<file path="src/common/lrl_pkg.sv">
package lrl_pkg;
   // ------------------------------------------------------------
   // Register offsets
   // ------------------------------------------------------------
   localparam logic [7:0] LRL_ADDR_STATUS      = 8'h07;
   localparam logic [7:0] LRL_ADDR_AMB_LOW     = 8'h0d;
   localparam logic [7:0] LRL_ADDR_AMB_MID     = 8'h0e;
   localparam logic [7:0] LRL_ADDR_AMB_HIGH    = 8'h0f;
   localparam logic [7:0] LRL_ADDR_UV_LOW      = 8'h10;
   localparam logic [7:0] LRL_ADDR_UV_MID      = 8'h11;
   localparam logic [7:0] LRL_ADDR_UV_HIGH     = 8'h12;
   localparam logic [7:0] LRL_ADDR_INT_CFG     = 8'h19;
   localparam logic [7:0] LRL_ADDR_PERSIST     = 8'h1a;
   localparam logic [7:0] LRL_ADDR_UP_LOW      = 8'h21;
   localparam logic [7:0] LRL_ADDR_UP_MID      = 8'h22;
   localparam logic [7:0] LRL_ADDR_UP_HIGH     = 8'h23;
   localparam logic [7:0] LRL_ADDR_LO_LOW      = 8'h24;
   localparam logic [7:0] LRL_ADDR_LO_MID      = 8'h25;
   localparam logic [7:0] LRL_ADDR_LO_HIGH     = 8'h26;
   // Frozen address window
   localparam logic [7:0] LRL_LOCK_FIRST       = 8'h07;
   localparam logic [7:0] LRL_LOCK_LAST        = 8'h12;

   // ------------------------------------------------------------
   // Field positions and codes
   // ------------------------------------------------------------
   localparam int         LRL_ST_POWER_ON_BIT  = 5;
   localparam int         LRL_ST_IRQ_BIT       = 4;
   localparam int         LRL_ST_NEW_DATA_BIT  = 3;
   localparam int         LRL_CFG_EN_BIT       = 2;
   localparam int         LRL_CFG_SEL_LSB      = 4;
   localparam logic [1:0] LRL_SEL_AMBIENT      = 2'h1;
   localparam logic [1:0] LRL_SEL_UV           = 2'h3;
   localparam logic [7:0] LRL_CFG_WR_MASK      = 8'h34;
   localparam int         LRL_PERSIST_LSB      = 4;
   localparam logic [7:0] LRL_PERSIST_WR_MASK  = 8'hf0;
   localparam logic [7:0] LRL_HIGH_NIBBLE_MASK = 8'h0f;

   // ------------------------------------------------------------
   // Reset values
   // ------------------------------------------------------------
   localparam logic [7:0]  LRL_CFG_RESET       = 8'h10;
   localparam logic [7:0]  LRL_PERSIST_RESET   = 8'h00;
   localparam logic [19:0] LRL_UP_RESET        = 20'hfffff;
   localparam logic [19:0] LRL_LO_RESET        = 20'h00000;
   localparam logic [19:0] LRL_RESULT_RESET    = 20'h00000;

   // ------------------------------------------------------------
   // Resolution codes and effective result masks
   // ------------------------------------------------------------
   localparam logic [19:0] LRL_MASK_20         = 20'hfffff;
   localparam logic [19:0] LRL_MASK_19         = 20'h7ffff;
   localparam logic [19:0] LRL_MASK_18         = 20'h3ffff;
   localparam logic [19:0] LRL_MASK_17         = 20'h1ffff;
   localparam logic [19:0] LRL_MASK_16         = 20'h0ffff;
   localparam logic [19:0] LRL_MASK_13         = 20'h01fff;
   localparam logic [2:0]  LRL_RES_20          = 3'h0;
   localparam logic [2:0]  LRL_RES_19          = 3'h1;
   localparam logic [2:0]  LRL_RES_18          = 3'h2;
   localparam logic [2:0]  LRL_RES_17          = 3'h3;
   localparam logic [2:0]  LRL_RES_16          = 3'h4;
   localparam logic [2:0]  LRL_RES_13          = 3'h5;
endpackage

</file>
<file path="src/hdl/lrl_result_latch.sv">
`timescale 1ns/1ps
// Functional notes
// - Ambient result unsigned, 13 to 20 bits
// - Ultraviolet result unsigned, 13 to 20 bits
// - Results frozen during reads of 0x07-0x12
// - Ambient shadow copied when no locked read
// - Ultraviolet shadow copied when no locked read
// - Ambient bytes at 0x0D, 0x0E, 0x0F
// - Ultraviolet bytes at 0x10, 0x11, 0x12
// - Interrupt enable bit 2 gates interrupts
// - Bits 5:4 select comparator channel
// - Comparator fed from visible selected result
// - Status bit 4 threshold flag, clear-on-read
// - Status bit 3 new data, clear-on-read
// - Persist N needs N+1 consecutive hits
// - 20-bit thresholds at 0x21 to 0x26
module lrl_result_latch (
   input  wire logic        clock,       // System clock, 10 MHz
   input  wire logic        rst_n,       // Synchronous reset, active low
   input  wire logic        clk_en,      // Freezes all state while low
   input  wire logic [7:0]  reg_addr,    // Register pointer from bus engine
   input  wire logic        reg_wr,      // Write strobe, one cycle
   input  wire logic [7:0]  reg_wdata,   // Write data
   input  wire logic        reg_rd,      // Read strobe, one cycle
   input  wire logic        read_active, // Host read transaction ongoing
   input  wire logic [2:0]  res_code,    // Selected resolution code
   input  wire logic        amb_done,    // Ambient conversion finished
   input  wire logic [19:0] amb_value,   // Ambient conversion value
   input  wire logic        uv_done,     // Ultraviolet conversion finished
   input  wire logic [19:0] uv_value,    // Ultraviolet conversion value
   output logic      [7:0]  reg_rdata,   // Read data, registered
   output logic             light_irq    // Interrupt level, active high
);
   import lrl_pkg::*;

   // ------------------------------------------------------------
   // State
   // ------------------------------------------------------------
   logic [19:0] amb_shadow, next_amb_shadow;
   logic [19:0] uv_shadow,  next_uv_shadow;
   logic        amb_pend,   next_amb_pend;
   logic        uv_pend,    next_uv_pend;
   logic [19:0] amb_vis,    next_amb_vis;
   logic [19:0] uv_vis,     next_uv_vis;
   logic [7:0]  int_cfg,    next_int_cfg;
   logic [7:0]  persist,    next_persist;
   logic [19:0] up_thr,     next_up_thr;
   logic [19:0] lo_thr,     next_lo_thr;
   logic        st_pwr,     next_st_pwr;
   logic        st_irq,     next_st_irq;
   logic        st_new,     next_st_new;
   logic [3:0]  hit_cnt,    next_hit_cnt;
   logic [7:0]  next_rdata;
   logic [7:0]  status_word;
   logic [19:0] res_mask;
   logic        locked;
   logic        sel_upd;
   logic [19:0] sel_val;
   logic        out_range;
   logic        rd_status;

   // Effective width of a conversion
   always_comb begin
      case (res_code)
         LRL_RES_20: res_mask = LRL_MASK_20;
         LRL_RES_19: res_mask = LRL_MASK_19;
         LRL_RES_18: res_mask = LRL_MASK_18;
         LRL_RES_17: res_mask = LRL_MASK_17;
         LRL_RES_16: res_mask = LRL_MASK_16;
         LRL_RES_13: res_mask = LRL_MASK_13;
         default:    res_mask = LRL_MASK_20;
      endcase
   end

   // Lock while a read points into the window
   assign locked = read_active && (reg_addr >= LRL_LOCK_FIRST) && (reg_addr <= LRL_LOCK_LAST);

   // ------------------------------------------------------------
   // Next-state logic
   // ------------------------------------------------------------
   always_comb begin
      next_amb_shadow = amb_shadow;
      next_uv_shadow  = uv_shadow;
      next_amb_pend   = amb_pend;
      next_uv_pend    = uv_pend;
      next_amb_vis    = amb_vis;
      next_uv_vis     = uv_vis;
      next_int_cfg    = int_cfg;
      next_persist    = persist;
      next_up_thr     = up_thr;
      next_lo_thr     = lo_thr;
      next_st_pwr     = st_pwr;
      next_st_irq     = st_irq;
      next_st_new     = st_new;
      next_hit_cnt    = hit_cnt;
      next_rdata      = reg_rdata;
      sel_upd         = 1'b0;
      sel_val         = amb_vis;
      out_range       = 1'b0;
      rd_status       = reg_rd && (reg_addr == LRL_ADDR_STATUS);
      // Status word, reserved bits zero
      status_word                      = 8'h00;
      status_word[LRL_ST_POWER_ON_BIT] = st_pwr;
      status_word[LRL_ST_IRQ_BIT]      = st_irq;
      status_word[LRL_ST_NEW_DATA_BIT] = st_new;

      // Conversions land in the shadows
      if (amb_done) begin
         next_amb_shadow = amb_value & res_mask;
         next_amb_pend   = 1'b1;
      end
      if (uv_done) begin
         next_uv_shadow = uv_value & res_mask;
         next_uv_pend   = 1'b1;
      end

      // Register read mux, reserved bits zero
      if (reg_rd) begin
         case (reg_addr)
            LRL_ADDR_STATUS:   next_rdata = status_word;
            LRL_ADDR_AMB_LOW:  next_rdata = amb_vis[7:0];
            LRL_ADDR_AMB_MID:  next_rdata = amb_vis[15:8];
            LRL_ADDR_AMB_HIGH: next_rdata = {4'h0, amb_vis[19:16]};
            LRL_ADDR_UV_LOW:   next_rdata = uv_vis[7:0];
            LRL_ADDR_UV_MID:   next_rdata = uv_vis[15:8];
            LRL_ADDR_UV_HIGH:  next_rdata = {4'h0, uv_vis[19:16]};
            LRL_ADDR_INT_CFG:  next_rdata = int_cfg;
            LRL_ADDR_PERSIST:  next_rdata = persist;
            LRL_ADDR_UP_LOW:   next_rdata = up_thr[7:0];
            LRL_ADDR_UP_MID:   next_rdata = up_thr[15:8];
            LRL_ADDR_UP_HIGH:  next_rdata = {4'h0, up_thr[19:16]};
            LRL_ADDR_LO_LOW:   next_rdata = lo_thr[7:0];
            LRL_ADDR_LO_MID:   next_rdata = lo_thr[15:8];
            LRL_ADDR_LO_HIGH:  next_rdata = {4'h0, lo_thr[19:16]};
            default:           next_rdata = 8'h00;
         endcase
      end

      // Status read clears its flags
      if (rd_status) begin
         next_st_pwr = 1'b0;
         next_st_irq = 1'b0;
         next_st_new = 1'b0;
      end

      // Host writes; result registers are not writable
      if (reg_wr) begin
         case (reg_addr)
            LRL_ADDR_INT_CFG: next_int_cfg = reg_wdata & LRL_CFG_WR_MASK;
            LRL_ADDR_PERSIST: next_persist = reg_wdata & LRL_PERSIST_WR_MASK;
            LRL_ADDR_UP_LOW:  next_up_thr[7:0]   = reg_wdata;
            LRL_ADDR_UP_MID:  next_up_thr[15:8]  = reg_wdata;
            LRL_ADDR_UP_HIGH: next_up_thr[19:16] = reg_wdata[3:0];
            LRL_ADDR_LO_LOW:  next_lo_thr[7:0]   = reg_wdata;
            LRL_ADDR_LO_MID:  next_lo_thr[15:8]  = reg_wdata;
            LRL_ADDR_LO_HIGH: next_lo_thr[19:16] = reg_wdata[3:0];
            default: ;
         endcase
      end

      // Shadow to visible copy outside the lock
      if (!locked && amb_pend) begin
         next_amb_vis  = amb_shadow;
         next_amb_pend = amb_done;
         next_st_new   = 1'b1;
         if (int_cfg[LRL_CFG_SEL_LSB +: 2] == LRL_SEL_AMBIENT) begin
            sel_upd = 1'b1;
            sel_val = amb_shadow;
         end
      end
      if (!locked && uv_pend) begin
         next_uv_vis  = uv_shadow;
         next_uv_pend = uv_done;
         next_st_new  = 1'b1;
         if (int_cfg[LRL_CFG_SEL_LSB +: 2] == LRL_SEL_UV) begin
            sel_upd = 1'b1;
            sel_val = uv_shadow;
         end
      end

      // Threshold compare and persistence on each new selected result
      if (sel_upd) begin
         out_range = (sel_val > up_thr) || (sel_val < lo_thr);
         if (!out_range) begin
            next_hit_cnt = 4'h0;
         end else if (hit_cnt >= persist[LRL_PERSIST_LSB +: 4]) begin
            if (int_cfg[LRL_CFG_EN_BIT]) begin
               next_st_irq = 1'b1;
            end
         end else begin
            next_hit_cnt = hit_cnt + 4'h1;
         end
      end
   end

   // ------------------------------------------------------------
   // Registers
   // ------------------------------------------------------------
   always_ff @(posedge clock) begin
      if (!rst_n) begin
         amb_shadow <= LRL_RESULT_RESET;
         uv_shadow  <= LRL_RESULT_RESET;
         amb_pend   <= 1'b0;
         uv_pend    <= 1'b0;
         amb_vis    <= LRL_RESULT_RESET;
         uv_vis     <= LRL_RESULT_RESET;
         int_cfg    <= LRL_CFG_RESET;
         persist    <= LRL_PERSIST_RESET;
         up_thr     <= LRL_UP_RESET;
         lo_thr     <= LRL_LO_RESET;
         st_pwr     <= 1'b1;
         st_irq     <= 1'b0;
         st_new     <= 1'b0;
         hit_cnt    <= 4'h0;
         reg_rdata  <= 8'h00;
      end else if (clk_en) begin
         amb_shadow <= next_amb_shadow;
         uv_shadow  <= next_uv_shadow;
         amb_pend   <= next_amb_pend;
         uv_pend    <= next_uv_pend;
         amb_vis    <= next_amb_vis;
         uv_vis     <= next_uv_vis;
         int_cfg    <= next_int_cfg;
         persist    <= next_persist;
         up_thr     <= next_up_thr;
         lo_thr     <= next_lo_thr;
         st_pwr     <= next_st_pwr;
         st_irq     <= next_st_irq;
         st_new     <= next_st_new;
         hit_cnt    <= next_hit_cnt;
         reg_rdata  <= next_rdata;
      end
   end

   // Interrupt level follows the status flag
   assign light_irq = st_irq;

endmodule // lrl_result_latch

</file>
<file path="config.mk">
export PLATFORM = sky130hd
export DESIGN_NAME = lrl_result_latch
export DESIGN_NICKNAME = d
export VERILOG_FILES = /design/src/common/lrl_pkg.sv /design/src/hdl/lrl_result_latch.sv
export SDC_FILE = /design/constraint.sdc
export NUM_CORES = 1
export LEC_CHECK = 0
export BUFFER_PORTS_ARGS = -buffer_cell sky130_fd_sc_hd__buf_2
export CORE_UTILIZATION = 60
export DETAILED_ROUTE_END_ITERATION = 10
export PLACE_DENSITY = 0.89
export SETUP_SLACK_MARGIN = 0.15
export SYNTH_ARGS = -nofsm -noshare
export SYNTH_HDL_FRONTEND = slang
export SYNTH_SLANG_ARGS = --single-unit
</file>
<file path="constraint.sdc">
create_clock -name clock -period 4.36 [get_ports clock]
set_input_delay 0.218 -clock clock [delete_from_list [all_inputs] [get_ports clock]]
set_output_delay 0.218 -clock clock [all_outputs]
set_load 0.005 [all_outputs]
</file>
==> run summary <==
status: finished, final reports clean
clk buf depth: 2
# rows: 40
Hold Crit Class: input pin to flip-flop
CTS buffer count: 17
Final Cycle Share: 0.807
post-synth top area share: 0.376
Root Driver: clkbuf_16
fraction of registers with async set/reset: 0
CP Buf/Inv Count: 1
Synth Area in XOR/XNOR: 0.00114
top post-synthesis cells by area: dfxtp_1 38%, nand2_1 11%, a21oi_1 8.3%, ha_1 7.2%, nand3_1 6.5%
Nets: 1,136
Hold Buf Count CTS: 0
post-route cell area: 8670 sq um
Clock Sinks: 144
Synth Area in Adders: 0.0718
final setup fails: 0
clk_lat worst skew: 0.44 ns
Compound-Gate Fraction of Synth Area: 0.202
H-tree Lvls: 4
largest family of logic cells by synthesized area: simple AND/OR/NAND/NOR gates
clock skew: 0.00769 ns
WP data required: 4.67 ns
Post-DP Area: 8070 sq um
PortBufs: 75
Fillers: 1,010
Worst VDD drop: 0.000339 V
number of antenna violations at the first check in global routing: 0
number of top-level pins: 76
first-pass GRT wire length: 37,100 um
pin count of the biggest net entering global routing: 84
count of different cell masters after synthesis: 63
sequential share of the synthesized area: 0.376
Power Dens Cells: 353 nW/um^2
DRT Wirelength: 24,000 um
most common library cells after synthesis: 220 x nand2_1, 144 x dfxtp_1, 127 x a21oi_1
time the worst path needs with I/O delays and setup: 3.52 ns
CP Launch Type: flip-flop
Die ar.: 13,200 sq um
aggregate negative setup slack: 0 ns
most instantiated library cell after synthesis: nand2_1
crit-path cells: o21ai_2 -> nor3b_4 -> buf_12 -> mux2i_1 -> o21ai_0 -> ha_1 -> nand4_1 -> or4_1 -> a211oi_1 -> nor3b_1 -> a22oi_2 -> o21ai_0
Crit Path Max Fanout: 19
Yosys warning count: 0
Achievable Freq: 284 MHz
GRT Total Usage: 0.376
Synth area leader: dfxtp_1
hpwl dp: 17,800 um
CTS tree: done
max incr delay on CP: 0.58 ns
Core Footprint: 12,300 sq um
crit path kind: flip-flop to flip-flop
most frequent cell on the critical path: o21ai_0
Post-Syn Area per Cell: 7.82 sq um
via/cell ratio: 6.30
Data arrival, critical path: 3.82 ns
WL per Instance: 19.9 um
Synth Area in Simple Gates: 0.241
slew margin rel.: 0.414
ant diodes: 0
number of synthesized flops with an enable pin: 0
slowest CP cell: or4_1
Starting Density: 0.626
Top delay family on crit path: simple AND/OR/NAND/NOR gates
chip height: 115 um
CP Capture Type: flip-flop
dpl cells: 1,174
Hold Fails Final Rpt: 0
Pins Over Slew Limit: 0
Post-synth top flop: dfxtp_1
P&R area growth vs syn: 12.9%
Initial DRC Count: 1,115
final core utilization: 0.707
clock-pin slew on the worst setup and hold paths: 0.06 ns
Post-DRT Antenna Nets: 0
MaxCap Viol Count: 0
multiplexer area fraction after synthesis: 0.0437
synthesis-stage register bit count: 144
1st-pass router iterations: 7
Final GP Congestion: 1.01
Mapped Nets: 1,092
die width: 115 um
layout cell share with drive strength beyond 1: 0.140
Post CTS Setup Buffer Count: 0
total global routing overflow: 0
synthesized area: 7670 sq um
Mapped Cells: 981
CTS-repair resized insts: 0
vias: 7,596
vias in the first global route: 6,820
Design Power: 3.06 mW
Post-Layout Cell Count: 1,206
Least-Margin Pin Slew: 0.880 ns
RSZ-0062 raised after global routing: false
Static Leak: 3.47 nW
Residual DRC: 0
==> tightest hold or removal path: stages <==
cell and delay [ns]:
buf_2 0.09, nand2_1 0.04, a21oi_1 0.05
==> registers in the layout, summed over array words and instances, names as in the netlist, 3 cells and up <==
signal / count
amb_shadow: 20
amb_vis: 20
lo_thr: 20
up_thr: 20
uv_shadow: 20
uv_vis: 20
reg_rdata: 8
hit_cnt: 4
persist: 4
int_cfg: 3
==> per-layer routing <==
| layer | share of wire | global-route usage | vias up |
|---|---|---|---|
| met5 | 0 | 0 | - |
| met4 | 0.033 | 0.156 | 0 |
| met2 | 0.46 | 0.606 | 452 |
| met3 | 0.098 | 0.0865 | 68 |
| li1 | - | - | 3556 |
| met1 | 0.41 | 0.486 | 3520 |
==> where the power goes <==
part / switching, mW / internal [mW]
registers: 0.0246 / 1.34
logic: 0.152 / 0.0785
clock network: 0.603 / 0.866
total: 0.780 / 2.28
==> cell families after synthesis <==
kind of cell | count (synthesis)
flip-flops | 144
adder cells (fa/ha/maj) | 44
buffers and inverters | 114
AND/OR/NAND/NOR | 397
AO/OA/AOI/OAI | 248
multiplexers | 33
XOR/XNOR | 1
==> worst paths after layout <==
path | from | endpoint | slack, ns | cells past startpoint
worst max-delay path | int_cfg[4] | light_irq | 0.84 | 12
worst min-delay path | amb_value[11] | amb_shadow[11] | 0.009 | 3
worst max register to register | int_cfg[4] | light_irq | 0.84 | 12
worst min register to register | uv_vis[10] | uv_vis[10] | 0.46 | 2
==> cell type report <==
type	instances	area, sq um	area share
inverters	51	193	0.0222
clock buffers	22	494	0.0570
multi-input cells	723	4300	0.496
well taps	168	210	0.0243
repair buffers	88	485	0.0560
flip-flops and latches	144	2880	0.333
clock inverters	10	98.8	0.0114
==> placed cells by master, fill, tap and decap left out, drive strengths merged, types with 3 or more instances in the layout <==
cell type    n
a211oi       9
a21o         3
a21oi      127
a221oi       9
a222oi       3
a22o        10
a22oi       12
a2bb2oi      3
a32o         3
a32oi        6
and2         9
and3         5
buf         88
clkbuf      22
clkinv       4
dfxtp      144
ha          44
inv         54
mux2         4
mux2i       29
nand2      221
nand2b       4
nand3      100
nand4       11
nor2        18
nor2b        5
nor3         9
nor3b        4
o211ai       9
o21a         4
o21ai       33
o221ai       3
o22ai        6
or3b         3
==> metrics by stage <==
step	worst slack (ns)	hold WS (ns)
after floorplan	1.08	0.343
after global placement	0.649	0.433
after detailed placement	0.525	0.447
after CTS	0.902	0.0117
after global routing	0.617	0.0134
final	0.843	0.00918
(Power assumes the default switching activity.)
